File: config.mk
export PLATFORM = sky130hd
export DESIGN_NAME = core_special_registers_flags
export DESIGN_NICKNAME = d
export VERILOG_FILES = /design/src/shared/core_special_pkg.sv /design/src/shared/core_carrier_if.sv /design/src/verilog/flag_alu.sv /design/src/verilog/avalon_reg_slave.sv /design/src/verilog/core_special_registers_flags.sv
export VERILOG_INCLUDE_DIRS = /design/src /design/src/shared
export SDC_FILE = /design/constraint.sdc
export NUM_CORES = 1
export LEC_CHECK = 0
export ABC_CLOCK_PERIOD_IN_PS = 12400
export BUFFER_PORTS_ARGS = -buffer_cell sky130_fd_sc_hd__clkbuf_2
export CORE_ASPECT_RATIO = 0.8
export CORE_UTILIZATION = 30
export DETAILED_ROUTE_END_ITERATION = 7
export PLACE_DENSITY = 0.58
export SYNTH_ARGS = -nofsm -noshare
export SYNTH_HDL_FRONTEND = slang
export SYNTH_SLANG_ARGS = --single-unit
File: constraint.sdc
create_clock -name clk_i -period 12.4 [get_ports clk_i]
set_input_delay 0.62 -clock clk_i [delete_from_list [all_inputs] [get_ports clk_i]]
set_output_delay 0.62 -clock clk_i [all_outputs]
set_load 0.01 [all_outputs]
File: src/shared/core_special_regs.svh
// indexes, reset values and field positions of the core special registers
// assumes: bus byte address is four times the index, data in byte lane 0
`ifndef CORE_SPECIAL_REGS_SVH
`define CORE_SPECIAL_REGS_SVH
`define IDX_STACK_POINTER 8'h81
`define IDX_DATA_POINTER_LOW 8'h82
`define IDX_DATA_POINTER_HIGH 8'h83
`define IDX_PROGRAM_STATUS 8'hD0
`define IDX_ARITH_PRIMARY 8'hE0
`define IDX_ARITH_SECONDARY 8'hF0
`define RST_STACK_POINTER 8'h07
`define RST_DATA_POINTER 8'h00
`define RST_PROGRAM_STATUS 8'h00
`define RST_ARITH 8'h00
`define PSW_CARRY 7
`define PSW_HALF_CARRY 6
`define PSW_USER_ZERO 5
`define PSW_BANK_HIGH 4
`define PSW_BANK_LOW 3
`define PSW_SIGNED_WRAP 2
`define PSW_USER_ONE 1
`define PSW_PARITY 0
`define BCD_DIGIT_MAX 4'h9
`define BCD_LOW_FIX 9'h006
`define BCD_HIGH_FIX 9'h060
`endif

File: src/shared/core_special_pkg.sv
// types shared by the core special register block
// assumes: nothing beyond the language
package core_special_pkg;
    typedef enum logic [3:0] {
        op_none = 4'h0, op_add = 4'h1, op_addc = 4'h2, op_subb = 4'h3,
        op_product = 4'h4, op_quotient = 4'h5, op_compare_jump_unequal = 4'h6,
        op_decimal_adjust = 4'h7, op_write = 4'h8, op_bit = 4'h9,
        op_push = 4'hA, op_pop = 4'hB, op_inc_pointer = 4'hC
    } op_t;
    typedef enum logic [1:0] {bus_idle = 2'b01, bus_answer = 2'b10} bus_state_t;
    typedef struct packed {
        bus_state_t state;
        logic waitrequest;
        logic [31:0] readdata;
    } bus_regs_t;
    typedef struct packed {
        logic [7:0] arith_primary;
        logic [7:0] arith_secondary;
        logic [7:0] stack_pointer;
        logic [7:0] data_pointer_low;
        logic [7:0] data_pointer_high;
        logic [7:1] status_bits;
        logic parity;
        logic [4:0] bank_base;
        logic stack_wr;
        logic stack_rd;
        logic [7:0] stack_addr;
        logic [7:0] stack_wdata;
    } core_regs_t;
endpackage

File: src/shared/core_carrier_if.sv
// carriers between the register block and its bus slave and flag unit
// assumes: all parties on one clock
`timescale 1ns/1ps
interface reg_access_if;
    logic [7:0] index;
    logic wr_stb;
    logic [7:0] wdata;
    logic [7:0] rdata;
    logic hit;
    modport bus (output index, output wr_stb, output wdata, input rdata, input hit);
    modport regs (input index, input wr_stb, input wdata, output rdata, output hit);
endinterface // reg_access_if

interface flag_alu_if;
    import core_special_pkg::*;
    op_t op;
    logic [7:0] primary;
    logic [7:0] secondary;
    logic [7:0] first;
    logic [7:0] second;
    logic carry_in;
    logic half_in;
    logic wrap_in;
    logic [7:0] result;
    logic [7:0] result_hi;
    logic carry_out;
    logic half_out;
    logic wrap_out;
    logic primary_we;
    logic secondary_we;
    modport core (output op, output primary, output secondary, output first, output second,
        output carry_in, output half_in, output wrap_in, input result, input result_hi,
        input carry_out, input half_out, input wrap_out, input primary_we, input secondary_we);
    modport alu (input op, input primary, input secondary, input first, input second,
        input carry_in, input half_in, input wrap_in, output result, output result_hi,
        output carry_out, output half_out, output wrap_out, output primary_we, output secondary_we);
endinterface // flag_alu_if

File: src/verilog/flag_alu.sv
// arithmetic results and flag values for one requested operation
// assumes: purely combinational, the caller registers the outcome
`timescale 1ns/1ps
`include "core_special_regs.svh"
module flag_alu (
    flag_alu_if.alu a
);
    import core_special_pkg::*;
    logic [8:0] wide;
    logic [4:0] nib;
    logic [15:0] prod;
    logic cin;
    assign cin = (a.op == op_addc || a.op == op_subb) && a.carry_in;
    always_comb begin
        wide = 9'h000;
        nib = 5'h00;
        prod = 16'h0000;
        a.result = a.primary;
        a.result_hi = a.secondary;
        a.carry_out = a.carry_in;
        a.half_out = a.half_in;
        a.wrap_out = a.wrap_in;
        a.primary_we = 1'b0;
        a.secondary_we = 1'b0;
        unique case (a.op)
            op_add, op_addc: begin
                wide = {1'b0, a.primary} + {1'b0, a.second} + {8'h00, cin};
                nib = {1'b0, a.primary[3:0]} + {1'b0, a.second[3:0]} + {4'h0, cin};
                a.result = wide[7:0];
                a.carry_out = wide[8];
                a.half_out = nib[4];
                a.wrap_out = (a.primary[7] == a.second[7]) && (wide[7] != a.primary[7]);
                a.primary_we = 1'b1;
            end
            op_subb: begin
                wide = {1'b0, a.primary} - {1'b0, a.second} - {8'h00, cin};
                nib = {1'b0, a.primary[3:0]} - {1'b0, a.second[3:0]} - {4'h0, cin};
                a.result = wide[7:0];
                a.carry_out = wide[8];
                a.half_out = nib[4];
                a.wrap_out = (a.primary[7] != a.second[7]) && (wide[7] != a.primary[7]);
                a.primary_we = 1'b1;
            end
            op_product: begin
                prod = {8'h00, a.primary} * {8'h00, a.secondary};
                a.result = prod[7:0];
                a.result_hi = prod[15:8];
                a.carry_out = 1'b0;
                a.wrap_out = |prod[15:8];
                a.primary_we = 1'b1;
                a.secondary_we = 1'b1;
            end
            op_quotient: begin
                a.carry_out = 1'b0;
                a.wrap_out = (a.secondary == 8'h00);
                if (a.secondary != 8'h00) begin
                    a.result = a.primary / a.secondary;
                    a.result_hi = a.primary % a.secondary;
                    a.primary_we = 1'b1;
                    a.secondary_we = 1'b1;
                end
            end
            op_compare_jump_unequal: a.carry_out = (a.first < a.second);
            op_decimal_adjust: begin
                wide = {1'b0, a.primary};
                if (a.primary[3:0] > `BCD_DIGIT_MAX || a.half_in) begin
                    wide = wide + `BCD_LOW_FIX;
                end
                if (wide[7:4] > `BCD_DIGIT_MAX || a.carry_in || wide[8]) begin
                    wide = wide + `BCD_HIGH_FIX;
                end
                a.result = wide[7:0];
                a.carry_out = a.carry_in || wide[8];
                a.primary_we = 1'b1;
            end
            default: ;
        endcase
    end
endmodule // flag_alu

File: src/verilog/avalon_reg_slave.sv
// avalon-mm slave with waitrequest in front of the special registers
// assumes: master holds its request until waitrequest is seen low
`timescale 1ns/1ps
module avalon_reg_slave (
    // clock and reset
    input wire logic clk_i,
    input wire logic rst_n_i,
    // avalon-mm slave
    input wire logic [9:0] avs_address_i,
    input wire logic avs_read_i,
    input wire logic avs_write_i,
    input wire logic [31:0] avs_writedata_i,
    input wire logic [3:0] avs_byteenable_i,
    output logic [31:0] avs_readdata_o,
    output logic avs_waitrequest_o,
    // register side
    reg_access_if.bus ra
);
    import core_special_pkg::*;
    bus_regs_t q, d;
    assign ra.index = avs_address_i[9:2];
    assign ra.wdata = avs_writedata_i[7:0];
    // write lands on the edge where waitrequest is sampled low
    assign ra.wr_stb = (q.state == bus_answer) && avs_write_i && avs_byteenable_i[0];
    assign avs_readdata_o = q.readdata;
    assign avs_waitrequest_o = q.waitrequest;
    always_comb begin
        d = q;
        unique case (q.state)
            bus_idle: begin
                if (avs_read_i || avs_write_i) begin
                    d.state = bus_answer;
                    d.waitrequest = 1'b0;
                    d.readdata = ra.hit ? {24'h000000, ra.rdata} : 32'h00000000;
                end
            end
            bus_answer: begin
                d.state = bus_idle;
                d.waitrequest = 1'b1;
            end
            default: begin
                d.state = bus_idle;
                d.waitrequest = 1'b1;
            end
        endcase
    end
    always_ff @(posedge clk_i) begin
        if (!rst_n_i) begin
            q <= '{state: bus_idle, waitrequest: 1'b1, readdata: 32'h00000000};
        end else begin
            q <= d;
        end
    end
endmodule // avalon_reg_slave

File: src/verilog/core_special_registers_flags.sv
// core special registers: arithmetic pair, stack pointer, data pointer, status word
// assumes: execution logic on clk_i issues one op per cycle; software over avalon-mm
//
// Functional notes
// - primary arithmetic register, bit-addressable, reset zero
// - secondary register feeds product and quotient
// - stack pointer increments before the byte is stored
// - stack pointer resets to 07H
// - two pointer bytes form one 16-bit pointer
// - add/subtract carry from most significant bit
// - product and quotient always clear carry
// - compare-jump sets carry when first below second
// - decimal adjust sets carry past 99
// - half-carry from bit three of low nibble
// - status word layout at D0H, reset zero
// - bank bits select one of four banks
// - user flag zero untouched by hardware
`timescale 1ns/1ps
`include "core_special_regs.svh"
module core_special_registers_flags (
    // clock and reset
    input wire logic clk_i,
    input wire logic rst_n_i,
    // avalon-mm register bus
    input wire logic [9:0] avs_address_i,
    input wire logic avs_read_i,
    input wire logic avs_write_i,
    input wire logic [31:0] avs_writedata_i,
    input wire logic [3:0] avs_byteenable_i,
    output logic [31:0] avs_readdata_o,
    output logic avs_waitrequest_o,
    // requests from execution logic
    input wire core_special_pkg::op_t op_i,
    input wire logic [7:0] op_first_i,
    input wire logic [7:0] op_second_i,
    input wire logic [7:0] op_index_i,
    input wire logic [2:0] op_bit_i,
    input wire logic op_bit_value_i,
    // register views
    output logic [7:0] arith_primary_o,
    output logic [7:0] arith_secondary_o,
    output logic [7:0] stack_pointer_o,
    output logic [15:0] wide_data_pointer_o,
    output logic [7:0] program_status_o,
    output logic [4:0] bank_base_o,
    // scratch-pad stack port
    output logic stack_wr_o,
    output logic stack_rd_o,
    output logic [7:0] stack_addr_o,
    output logic [7:0] stack_wdata_o
);
    import core_special_pkg::*;

    core_regs_t q, d;
    logic [15:0] wide_ptr;
    logic [7:0] bit_byte;

    reg_access_if ra();
    flag_alu_if fa();

    function automatic logic reg_hit(input logic [7:0] idx);
        return idx inside {`IDX_STACK_POINTER, `IDX_DATA_POINTER_LOW, `IDX_DATA_POINTER_HIGH,
            `IDX_PROGRAM_STATUS, `IDX_ARITH_PRIMARY, `IDX_ARITH_SECONDARY};
    endfunction

    function automatic logic [7:0] reg_read(input core_regs_t s, input logic [7:0] idx);
        logic [7:0] v;
        v = 8'h00;
        case (idx)
            `IDX_STACK_POINTER: v = s.stack_pointer;
            `IDX_DATA_POINTER_LOW: v = s.data_pointer_low;
            `IDX_DATA_POINTER_HIGH: v = s.data_pointer_high;
            `IDX_PROGRAM_STATUS: v = {s.status_bits, s.parity};
            `IDX_ARITH_PRIMARY: v = s.arith_primary;
            `IDX_ARITH_SECONDARY: v = s.arith_secondary;
            default: v = 8'h00;
        endcase
        return v;
    endfunction

    function automatic core_regs_t reg_write(input core_regs_t s, input logic [7:0] idx,
        input logic [7:0] v);
        core_regs_t r;
        r = s;
        case (idx)
            `IDX_STACK_POINTER: r.stack_pointer = v;
            `IDX_DATA_POINTER_LOW: r.data_pointer_low = v;
            `IDX_DATA_POINTER_HIGH: r.data_pointer_high = v;
            // parity bit is read-only
            `IDX_PROGRAM_STATUS: r.status_bits = v[7:1];
            `IDX_ARITH_PRIMARY: r.arith_primary = v;
            `IDX_ARITH_SECONDARY: r.arith_secondary = v;
            default: ;
        endcase
        return r;
    endfunction

    avalon_reg_slave u_bus (
        .clk_i(clk_i),
        .rst_n_i(rst_n_i),
        .avs_address_i(avs_address_i),
        .avs_read_i(avs_read_i),
        .avs_write_i(avs_write_i),
        .avs_writedata_i(avs_writedata_i),
        .avs_byteenable_i(avs_byteenable_i),
        .avs_readdata_o(avs_readdata_o),
        .avs_waitrequest_o(avs_waitrequest_o),
        .ra(ra.bus)
    );

    flag_alu u_alu (
        .a(fa.alu)
    );

    assign ra.rdata = reg_read(q, ra.index);
    assign ra.hit = reg_hit(ra.index);

    assign fa.op = op_i;
    assign fa.primary = q.arith_primary;
    assign fa.secondary = q.arith_secondary;
    assign fa.first = op_first_i;
    assign fa.second = op_second_i;
    assign fa.carry_in = q.status_bits[`PSW_CARRY];
    assign fa.half_in = q.status_bits[`PSW_HALF_CARRY];
    assign fa.wrap_in = q.status_bits[`PSW_SIGNED_WRAP];

    always_comb begin
        d = q;
        d.stack_wr = 1'b0;
        d.stack_rd = 1'b0;
        wide_ptr = {q.data_pointer_high, q.data_pointer_low} + 16'h0001;
        bit_byte = reg_read(q, op_index_i);
        unique case (op_i)
            op_none: ;
            op_add, op_addc, op_subb, op_product, op_quotient, op_compare_jump_unequal,
            op_decimal_adjust: begin
                if (fa.primary_we) begin
                    d.arith_primary = fa.result;
                end
                if (fa.secondary_we) begin
                    d.arith_secondary = fa.result_hi;
                end
                // user flags and bank bits are never touched here
                d.status_bits[`PSW_CARRY] = fa.carry_out;
                d.status_bits[`PSW_HALF_CARRY] = fa.half_out;
                d.status_bits[`PSW_SIGNED_WRAP] = fa.wrap_out;
            end
            op_write: d = reg_write(d, op_index_i, op_second_i);
            op_bit: begin
                // bit access is read-modify-write of one byte
                bit_byte[op_bit_i] = op_bit_value_i;
                d = reg_write(d, op_index_i, bit_byte);
            end
            op_push: begin
                d.stack_pointer = q.stack_pointer + 8'h01;
                d.stack_addr = q.stack_pointer + 8'h01;
                d.stack_wdata = op_second_i;
                d.stack_wr = 1'b1;
            end
            op_pop: begin
                d.stack_addr = q.stack_pointer;
                d.stack_rd = 1'b1;
                d.stack_pointer = q.stack_pointer - 8'h01;
            end
            op_inc_pointer: begin
                d.data_pointer_high = wide_ptr[15:8];
                d.data_pointer_low = wide_ptr[7:0];
            end
            default: ;
        endcase
        // software write wins over the core in the same cycle
        if (ra.wr_stb) begin
            d = reg_write(d, ra.index, ra.wdata);
        end
        d.parity = ^d.arith_primary;
        d.bank_base = {d.status_bits[`PSW_BANK_HIGH], d.status_bits[`PSW_BANK_LOW], 3'b000};
    end

    always_ff @(posedge clk_i) begin
        if (!rst_n_i) begin
            q <= '{
                arith_primary: `RST_ARITH,
                arith_secondary: `RST_ARITH,
                stack_pointer: `RST_STACK_POINTER,
                data_pointer_low: `RST_DATA_POINTER,
                data_pointer_high: `RST_DATA_POINTER,
                status_bits: 7'(`RST_PROGRAM_STATUS >> 1),
                parity: 1'b0,
                bank_base: 5'h00,
                stack_wr: 1'b0,
                stack_rd: 1'b0,
                stack_addr: 8'h00,
                stack_wdata: 8'h00
            };
        end else begin
            q <= d;
        end
    end

    assign arith_primary_o = q.arith_primary;
    assign arith_secondary_o = q.arith_secondary;
    assign stack_pointer_o = q.stack_pointer;
    assign wide_data_pointer_o = {q.data_pointer_high, q.data_pointer_low};
    assign program_status_o = {q.status_bits, q.parity};
    assign bank_base_o = q.bank_base;
    assign stack_wr_o = q.stack_wr;
    assign stack_rd_o = q.stack_rd;
    assign stack_addr_o = q.stack_addr;
    assign stack_wdata_o = q.stack_wdata;
endmodule // core_special_registers_flags

==> results.md, run 1 <==
* Routed WL at 46,700 um
* Critical path's top delay family: compound AO/OA/AOI/OAI gates
* Worst endpoint data arrival time at 11.94 ns
* Clk sinks at 76
* P&R area growth vs syn at 12.8%
* Yosys reg bits at 76
* CP Class: register to register
* Diode count at 0
* Final net count at 1,837
* Post-Place Cells at 2,072
* Final Skew at 0.0166 ns
* Ys async rst share at 0
* Max Transition Viols Final at 0
* Cells after Synth at 1,522
* Via total after detailed routing at 12,300
* Max-Cap Viols at 0
* Num CTS Buffers at 9
* Number of detailed-route iterations in the first pass at 7
* Reg clk slew, reported paths at 0.06 ns
* Slowest CP cell: or4_4
* Fin crit share at 0.943
* Antenna Nets Post-Route at 0
* Root Driver: clkbuf_16
* Synth top area cells: dfxtp_1 14%, ha_1 12%, fa_1 7.3%, nor2_1 5.4%, o21ai_0 5.0%
* Pin count of the biggest net entering global routing at 40
* Synth area leader: dfxtp_1
* Distinct cell type count after synthesis at 91
* Die ar. at 38,300 um^2
* Final Hold Vio Count at 0
* CTS Buffer Depth at 2
* Crit-path most repeated cell: ha_1
* Syn_area_per_cell at 7.40 um^2
* H-tree depth at 3
* Cts hold-fix bufs at 0
* Status: finished, final reports clean
* Max stage delay on crit path at 0.54 ns
* Final std cells w/o fill at 2,094
* Chip Width at 219 um
* Primary FF master, synth: dfxtp_1
* Core area at 37,000 um^2
* Chip height at 175 um
* Max Fclk at 0.0855 GHz
* Wirelength per Cell at 22.3 um
* Vias per cell at 5.89
* First-pass GRT wire length at 70,000 um
* HP Class: register to register
* Row cnt at 63
* CP Launch Type: register
* GRT overflow at 0
* Number of remaining DRC errors at 0
* Initial antenna violation count at 1
* Top-area cell type share of the netlist area at 0.135
* # IOs at 186
* Reg area at 1520 um^2
* TritonCTS clock tree: done
* Area of the multi-input gates at 8930 um^2
* Final Setup Violations at 0
* Sequential share of the synthesized area at 0.135
* Post-synth top cells: 163 x nor2_1, 146 x nand2_1, 112 x ha_1, 112 x o21ai_0, 96 x inv_1
* Top-count cell post-synth: nor2_1
* Filler instances at 3,985
* DRT iter0 DRCs at 1,581
* Max_slew headroom at 0.235
* Final Critical Period at 11.70 ns
* Post-synth EDFFs at 0
* Post-DP HPWL at 35,200 um
* Final RePlAce weighted congestion at 0.967
* Initial core utilization at 0.304
* Critical Path End Type: register
* Mapped Area at 11,300 um^2
* Layout cell share with drive strength beyond 1 at 0.159
* Largest fanout on the critical path at 7
* Actual slew at the worst max-slew pin at 1.15 ns
* Required time of the critical path at 12.65 ns
* Buf/Inv on CP at 4
* Worst-Skew Late Latency at 0.36 ns
* Vias in the first global route at 11,400
* IO buf count at 129
* Tot GR Track Use at 0.239
* Ys Warns at 0
==> layout make-up <==
class,instances,share of cell area
Tap cell,487,0.0480
Sequential cell,76,0.120
Clock buffer,12,0.0194
Multi-Input combinational cell,1245,0.703
Clock inverter,4,0.00571
Inverter,101,0.0300
Timing Repair Buffer,169,0.0744
==> metrics by stage <==
step / setup TNS [ns] / hold WS (ns) / cell area (um^2) / worst slack, ns / utilization
4_1_cts: 0 / 0.461 / 12600 / 0.136 / 0.339
6_report: 0 / 0.461 / 12700 / 0.702 / 0.343
3_3_place_gp: 0 / 0.447 / 12200 / 0.485 / 0.330
3_5_place_dp: 0 / 0.452 / 12200 / 0.190 / 0.330
5_1_grt: -0.00599 / 0.474 / 12700 / -0.00599 / 0.343
2_1_floorplan: 0 / 0.479 / 11400 / 0.705 / -
==> per-layer routing <==
| metal | share of wire | global-route usage | up-vias |
|---|---|---|---|
| li1 | - | - | 5590 |
| met1 | 0.47 | 0.364 | 5978 |
| met2 | 0.41 | 0.340 | 686 |
| met3 | 0.11 | 0.0518 | 74 |
| met4 | 0.016 | 0.0417 | 0 |
| met5 | 0 | 0 | - |
==> worst paths after layout <==
path	slack, ns	cells after the start	endpoint	startpoint
max	0.70	51	arith_secondary_o[3]$_SDFF_PN0_	arith_secondary_o[3]$_SDFF_PN0_
min	0.46	2	stack_wdata_o[7]$_SDFFE_PN0P_	stack_wdata_o[7]$_SDFFE_PN0P_
max reg2reg	0.70	51	arith_secondary_o[3]$_SDFF_PN0_	arith_secondary_o[3]$_SDFF_PN0_
min reg2reg	0.46	2	stack_wdata_o[7]$_SDFFE_PN0P_	stack_wdata_o[7]$_SDFFE_PN0P_
==> state kept, by name, summed over array words and instances, names as in the netlist <==
name and count:
arith_primary_o 8, arith_secondary_o 8, program_status_o 8, stack_addr_o 8
stack_pointer_o 8, stack_rd_o 1, stack_wdata_o 8, stack_wr_o 1
u_bus.avs_readdata_o 8, u_bus.q 2, wide_data_pointer_o 16
==> logic make-up (layout without fill, tap and decap cells) <==
| kind of cell | count (synthesis) | count (layout) | share of synthesized area |
|---|---|---|---|
| and+or+nand+nor | 508 | 508 | 0.213 |
| AOI/OAI and AO/OA | 442 | 442 | 0.263 |
| buffers and inverters | 227 | 286 | 0.0908 |
| adders and majority gates | 153 | 153 | 0.197 |
| DFF | 76 | 76 | 0.135 |
| xor gates and xnor gates | 66 | 66 | 0.0525 |
| muxes | 49 | 49 | 0.0479 |
| other | 1 | 27 | 0.000333 |
==> repair_timing <==
item / CTS / global route
buffers inserted: 0 / 6
gates resized for setup: 0 / 26
setup endpoints to repair: 0 / 10
endpoints found under the hold margin: 0 / 0
==> layout by cell type (no fill, tap or decap), types with 42 or more instances in the layout <==
| cell | Yosys | routed |
|---|---|---|
| clkbuf_2 | 0 | 129 |
| o21ai_0 | 112 | 107 |
| inv_1 | 96 | 96 |
| ha_1 | 112 | 107 |
| a21oi_1 | 84 | 84 |
| dfxtp_1 | 76 | 76 |
| nand3_1 | 42 | 42 |
| nor2_1 | 163 | 161 |
| nand2_1 | 146 | 145 |
==> worst reg2reg max path: cells and delay by family, from the launching register on <==
family / cells / cell delay, ns
AOI/OAI and AO/OA: 21 / 3.90
and+or+nand+nor: 14 / 2.76
adders and majority gates: 7 / 2.26
muxes: 5 / 1.69
buffers and inverters: 4 / 0.71
DFF: 1 / 0.31
Power of run 1 is not shown: default switching activity piles up to over one toggle a cycle in this logic, so the estimate is an artifact.
==> run 2, diff against run 1 <==
--- a/config.mk
+++ b/config.mk
@@ -7,8 +7,9 @@
 export NUM_CORES = 1
 export LEC_CHECK = 0
 export ABC_CLOCK_PERIOD_IN_PS = 12400
-export BUFFER_PORTS_ARGS = -buffer_cell sky130_fd_sc_hd__clkbuf_2
+export BUFFER_PORTS_ARGS = -buffer_cell sky130_fd_sc_hd__buf_2
 export CORE_ASPECT_RATIO = 0.8
+export CORE_MARGIN = 8
 export CORE_UTILIZATION = 30
 export DETAILED_ROUTE_END_ITERATION = 7
 export PLACE_DENSITY = 0.58
==> run 2 against run 1 <==
- the flow now finishes with violations (design-rule violations)
- sequential cell count unchanged
- critical path depth unchanged
- largest cell class unchanged
- maximum frequency decreased by 0.74%
==> results.md, run 2 (synthesis gave the netlist of run 1 again) <==
* Slowest CP cell: or4_4
* HP Class: register to register
* Crit-path most repeated cell: ha_1
* Initial antenna violation count at 2 (+1)
* Number of remaining DRC errors at 2 (+2)
* Post-DP HPWL at 36,600 um (+3.8%)
* CP Launch Type: register
* Worst endpoint data arrival time at 12.04 ns (+0.10 ns)
* Reg area at 1520 um^2 (unchanged)
* First-pass GRT wire length at 72,100 um (+2.9%)
* Largest fanout on the critical path at 10 (+3)
* Actual slew at the worst max-slew pin at 1.07 ns (-0.0809 ns)
* Critical path's top delay family: compound AO/OA/AOI/OAI gates
* Wirelength per Cell at 22.9 um (+2.4%)
* CTS Buffer Depth at 2 (unchanged)
* FF-to-FF Start: arith_secondary_o[3]$_SDFF_PN0_
* Final net count at 1,836 (-0.054%)
* CP Class: register to register
* Chip Width at 233 um (+6.4%)
* Cts hold-fix bufs at 0 (unchanged)
* Vias per cell at 5.84 (-0.77%)
* Status: finished with violations
* Core area at 37,000 um^2 (unchanged)
* Routed WL at 47,900 um (+2.5%)
* M1 GR Usage at 0.313 (-0.0509)
* Final Critical Period at 11.79 ns (+0.0874 ns)
* Final Setup Violations at 0 (unchanged)
* # IOs at 186 (unchanged)
* Required time of the critical path at 12.65 ns (about the same)
* Failing checks: design-rule violations
* Max Fclk at 0.0848 GHz (-0.74%)
* Via total after detailed routing at 12,200 (-0.72%)
* Area after DPL at 12,300 um^2 (+0.18%)
* Chip height at 189 um (+8.0%)
* Antenna Nets Post-Route at 0 (unchanged)
* Setup slack, reg-to-reg at 0.61 ns (-0.09 ns)
* Worst path depth at 51 (unchanged)
* Layout cell share with drive strength beyond 1 at 0.155 (-0.00364)
* Number of detailed-route iterations in the first pass at 8 (+1)
* Vias in the first global route at 11,600 (+1.8%)
* Initial core utilization at 0.304 (unchanged)
* Largest register FFs at 16 (unchanged)
* Final Hold Vio Count at 0 (unchanged)
* GRT overflow at 0 (unchanged)
* Root Driver: clkbuf_16
* Area of the multi-input gates at 8880 um^2 (-0.56%)
* Commonest non-fill, non-tap cell in the layout: nor2_1
* Worst-Skew Late Latency at 0.36 ns (about the same)
* Max_slew headroom at 0.289 (+0.0539)
* P&R area growth vs syn at 12.4%
* Critical Path End Type: register
* Max-Cap Viols at 0 (unchanged)
* DRT iter0 DRCs at 1,451 (-8.2%)
* Critical Path Sink: arith_secondary_o[3]$_SDFF_PN0_
* Hold Path Stages at 2 (unchanged)
* Most frequent cells in the layout: 161 x nor2_1, 146 x nand2_1, 129 x buf_2
* Filler instances at 4,020 (+0.88%)
* Crit Reg-Reg Endpoint: arith_secondary_o[3]$_SDFF_PN0_
* Tot GR Track Use at 0.209 (-0.0292)
* Pin count of the biggest net entering global routing at 40 (unchanged)
* IO buf count at 129 (unchanged)
* Buf/Inv on CP at 5 (+1)
* Most used routing layer: met1
* TritonCTS clock tree: done
* Met2 GRT Util at 0.303 (-0.0371)
* Row cnt at 63 (unchanged)
* Clk sinks at 76 (unchanged)
* H-tree depth at 3 (unchanged)
* R2r worst-path depth at 51 (unchanged)
* Max stage delay on crit path at 0.47 ns (-0.07 ns)
* Design area at 12,700 um^2 (-0.35%)
* Num CTS Buffers at 9 (unchanged)
* Final Skew at 0.00804 ns (-0.00855 ns)
* Met3 usage at 0.0420 (-0.00975)
* Max Transition Viols Final at 0 (unchanged)
* Die ar. at 44,100 um^2 (+15%)
* Crit path from: arith_secondary_o[3]$_SDFF_PN0_
* Final RePlAce weighted congestion at 0.959 (-0.73%)
* Reg clk slew, reported paths at 0.06 ns (about the same)
* Fin crit share at 0.950 (+0.00705)
run 2: layer usage:
layer / vias to the layer above / wire [um]
met5: - / 10
met4: 2 / 916
met3: 67 / 4870
met2: 631 / 19900
met1: 5961 / 22200
li1: 5578 / -
run 2: what timing repair did:
item	in CTS	in global routing
cloned	0	0
buffers inserted	0	2
endpoints found under the setup margin	1	10
pin swaps	0	4
gates resized for setup	1	18
run 2: per-stage QoR:
stage | util | instances | setup WS [ns] | TNS (ns) | hold slack [ns]
finish | 0.342 | 2095 | 0.614 | 0 | 0.453
CTS | 0.340 | 2091 | 0.174 | 0 | 0.457
global placement | 0.331 | 2075 | 0.311 | 0 | 0.445
floorplan | - | 1548 | 0.705 | 0 | 0.479
detailed placement | 0.331 | 2075 | 0.0132 | 0 | 0.448
global route | 0.342 | 2093 | -0.00401 | -0.00401 | 0.479
run 2: cell type report:
class                   count  share of cell area
diodes                      2            0.000395
clock buffers              11              0.0192
clock inverters             5             0.00662
inverters                 101              0.0301
multi-input cells        1245               0.701
flip-flops and latches     76               0.120
well taps                 487              0.0481
repair buffers            168              0.0741
run 2: worst reg2reg max path: cells and delay by family (launching register included):
kind                       cells  cell delay (ns)
DFF                            1             0.31
buffers and inverters          5             0.95
muxes                          5             1.78
adders and majority gates      7             2.24
AOI/OAI and AO/OA             21             3.73
and+or+nand+nor               13             2.66
run 2: worst min path at each step:
stage / from / end
final: stack_wdata_o[0]$_SDFFE_PN0P_ / stack_wdata_o[0]$_SDFFE_PN0P_
after global routing: stack_wdata_o[0]$_SDFFE_PN0P_ / stack_wdata_o[0]$_SDFFE_PN0P_
after CTS: stack_wdata_o[0]$_SDFFE_PN0P_ / stack_wdata_o[0]$_SDFFE_PN0P_
after detailed placement: stack_wdata_o[0]$_SDFFE_PN0P_ / stack_wdata_o[0]$_SDFFE_PN0P_
after global placement: stack_wdata_o[6]$_SDFFE_PN0P_ / stack_wdata_o[6]$_SDFFE_PN0P_
after floorplan: u_bus.avs_readdata_o[0]$_SDFFE_PN0P_ / u_bus.avs_readdata_o[0]$_SDFFE_PN0P_
Power of run 2 is left out for the same reason.
==> run 3, diff against run 2 <==
--- a/config.mk
+++ b/config.mk
@@ -6,13 +6,14 @@
 export SDC_FILE = /design/constraint.sdc
 export NUM_CORES = 1
 export LEC_CHECK = 0
+export ABC_AREA = 1
 export ABC_CLOCK_PERIOD_IN_PS = 12400
 export BUFFER_PORTS_ARGS = -buffer_cell sky130_fd_sc_hd__buf_2
 export CORE_ASPECT_RATIO = 0.8
 export CORE_MARGIN = 8
 export CORE_UTILIZATION = 30
 export DETAILED_ROUTE_END_ITERATION = 7
-export PLACE_DENSITY = 0.58
+export PLACE_DENSITY = 0.57
 export SYNTH_ARGS = -nofsm -noshare
 export SYNTH_HDL_FRONTEND = slang
 export SYNTH_SLANG_ARGS = --single-unit
==> run 3 against run 2 <==
- setup slack improved by 0.71 ns
- the run now ends clean
- sequential share of layout area down 0.54 points
- largest cell class unchanged
- die area grew 4.5%
- sequential cell count unchanged
==> results.md, run 3 <==
* Status: finished, final reports clean
* Max Transition Viols Final at 0 (unchanged)
* Number of detailed-route iterations in the first pass at 6 (-2)
* Slowest CP cell: ha_1
* Final Critical Period at 11.08 ns (-0.708 ns)
* Final RePlAce weighted congestion at 0.953 (-0.63%)
* Initial antenna violation count at 3 (+1)
* Chip Width at 238 um (+2.3%)
* Final Setup Violations at 0 (unchanged)
* Actual slew at the worst max-slew pin at 0.923 ns (-0.143 ns)
* Post-DP HPWL at 38,300 um (+4.8%)
* Via total after detailed routing at 13,400 (+9.3%)
* RSZ-0062 raised after global routing: no
* Num CTS Buffers at 9 (unchanged)
* Most frequent cells in the layout: 430 x nand2_1, 304 x inv_1, 165 x nor2_1
* Setup Buffers After CTS at 0 (unchanged)
* Critical Path End Type: register
* Max stage delay on crit path at 0.39 ns (-0.08 ns)
* Core area at 39,100 um^2 (+5.6%)
* Worst path depth at 67 (+31%)
* Initial core utilization at 0.302 (-0.00200)
* Largest fanout on the critical path at 11 (+1)
* Final Skew at 0.0136 ns (+0.00552 ns)
* Die ar. at 46,000 um^2 (+4.5%)
* Vias per cell at 5.24 (-10%)
* Mapped Area at 11,800 um^2 (+4.9%)
* Fin crit share at 0.893 (-0.0571)
* Critical path's top delay family: simple AND/OR/NAND/NOR gates
* Final net count at 2,249 (+22%)
* Setup slack, reg-to-reg at 1.32 ns (+0.71 ns)
* Worst-Skew Late Latency at 0.36 ns (about the same)
* Antenna Nets Post-Route at 0 (unchanged)
* Clk sinks at 76 (unchanged)
* Commonest non-fill, non-tap cell in the layout: nand2_1
* Cts hold-fix bufs at 0 (unchanged)
* DRT iter0 DRCs at 1,537 (+5.9%)
* P&R area growth vs syn at 12.1%
* Sequential share of the synthesized area at 0.129 (-0.00630)
* CP Class: register to register
* TritonCTS clock tree: done
* Chip height at 194 um (+2.2%)
* Largest register FFs at 16 (unchanged)
* Tot GR Track Use at 0.204 (-0.00572)
* FF-to-FF Start: arith_secondary_o[0]$_SDFF_PN0_
* Top-count cell post-synth: nand2_1
* Number of remaining DRC errors at 0 (-2)
* Cts repair resizes at 0 (-1)
* Wirelength per Cell at 19.0 um (-17%)
* Post-synth top cells: 430 x nand2_1, 304 x inv_1, 165 x nor2_1
* Post-synth EDFFs at 0 (unchanged)
* CTS Buffer Depth at 2 (unchanged)
* First-pass GRT wire length at 74,000 um (+2.7%)
* Synth top area cells: nand2_1 14%, dfxtp_1 13%, ha_1 12%, inv_1 9.7%, fa_1 6.9%
* Required time of the critical path at 12.69 ns (+0.04 ns)
* Top-area cell type share of the netlist area at 0.137 (+0.00153)
* Routed WL at 48,400 um (+1.2%)
* Crit-path most repeated cell: nand2_1
* Distinct cell type count after synthesis at 58 (-36%)
* Yosys reg bits at 76 (unchanged)
* Layout cell share with drive strength beyond 1 at 0.128 (-0.0268)
* HP Class: register to register
* Ys async rst share at 0 (unchanged)
* Critical Path Sink: program_status_o[0]$_SDFF_PN0_
* Cells after Synth at 1,912 (+26%)
* Row cnt at 65 (+3.2%)
* H-tree depth at 3 (unchanged)
* Reg clk slew, reported paths at 0.07 ns (about the same)
* Worst endpoint data arrival time at 11.37 ns (-0.67 ns)
* IO buf count at 129 (unchanged)
* Vias in the first global route at 12,500 (+7.8%)
* Final Hold Vio Count at 0 (unchanged)
* Max Fclk at 0.0903 GHz (+6.4%)
* Buf/Inv on CP at 10 (+5)
* Pin count of the biggest net entering global routing at 48 (+20%)
* Primary FF master, synth: dfxtp_1
* Ys Warns at 0 (unchanged)
* Crit Reg-Reg Endpoint: program_status_o[0]$_SDFF_PN0_
* CP Launch Type: register
* Final setup TNS at 0 ns (unchanged)
* Root Driver: clkbuf_16
* Max-Cap Viols at 0 (unchanged)
* R2r worst-path depth at 67 (+31%)
* Crit path from: arith_secondary_o[0]$_SDFF_PN0_
* GRT overflow at 0 (unchanged)
* Syn_area_per_cell at 6.18 um^2 (-16%)
* # IOs at 186 (unchanged)
* Max_slew headroom at 0.384 (+0.0954)
* Synth area leader: nand2_1
-- run 3: kinds of logic (layout without fill, tap and decap cells) --
family,count (synthesis),in the layout,synth area share
simple gates,835,835,0.310
fa+ha+maj,153,153,0.188
buf+inv,420,501,0.149
other cells,1,28,0.000317
xor+xnor,35,35,0.0259
flops,76,76,0.129
compound gates,392,392,0.198
-- run 3: how the worst min path moves through the flow --
stage | start | to | slack (ns) | depth (start not counted)
2_1_floorplan | u_bus.avs_readdata_o[6]$_SDFFE_PN0P_ | u_bus.avs_readdata_o[6]$_SDFFE_PN0P_ | 0.45 | 2
3_3_place_gp | stack_addr_o[0]$_SDFFE_PN0P_ | stack_addr_o[0]$_SDFFE_PN0P_ | 0.45 | 2
3_5_place_dp | stack_addr_o[0]$_SDFFE_PN0P_ | stack_addr_o[0]$_SDFFE_PN0P_ | 0.46 | 2
4_1_cts | stack_addr_o[0]$_SDFFE_PN0P_ | stack_addr_o[0]$_SDFFE_PN0P_ | 0.47 | 2
5_1_grt | stack_addr_o[0]$_SDFFE_PN0P_ | stack_addr_o[0]$_SDFFE_PN0P_ | 0.51 | 2
6_report | stack_addr_o[0]$_SDFFE_PN0P_ | stack_addr_o[0]$_SDFFE_PN0P_ | 0.47 | 2
-- run 3: through the flow --
stage	instance area [um^2]	hold WS (ns)	cells	utilization	setup slack (ns)
floorplan	11900	0.445	1938	-	2.85
global placement	12900	0.452	2539	0.330	1.87
detailed placement	12900	0.458	2539	0.330	1.62
CTS	13200	0.471	2555	0.339	1.60
global route	13200	0.510	2555	0.339	0.264
finish	13300	0.469	2556	0.339	1.32
-- run 3: layer usage --
metal  vias up  track usage  part of all wire
met3        62       0.0499              0.11
met5         -            0           0.00045
li1       6417            -                 -
met2       656        0.287              0.40
met4         4       0.0373             0.014
met1      6244        0.307              0.48
-- run 3: worst register-to-register path, delay by kind of cell (launching register included) --
family          cells  cell delay (ns)
compound gates     11             1.81
xor+xnor            1             0.17
fa+ha+maj           8             2.40
buf+inv            10             1.50
flops               1             0.33
simple gates       37             4.80
-- run 3: area by class of cell --
type	instances	area, um^2
inverters	325	1220
multi-input cells	1442	8630
flip-flops and latches	76	1520
diodes	1	2.50
clock buffers	10	239
fillers	4345	25900
well taps	536	671
clock inverters	6	86.3
repair buffers	160	878
Power of run 3 is left out for the same reason.
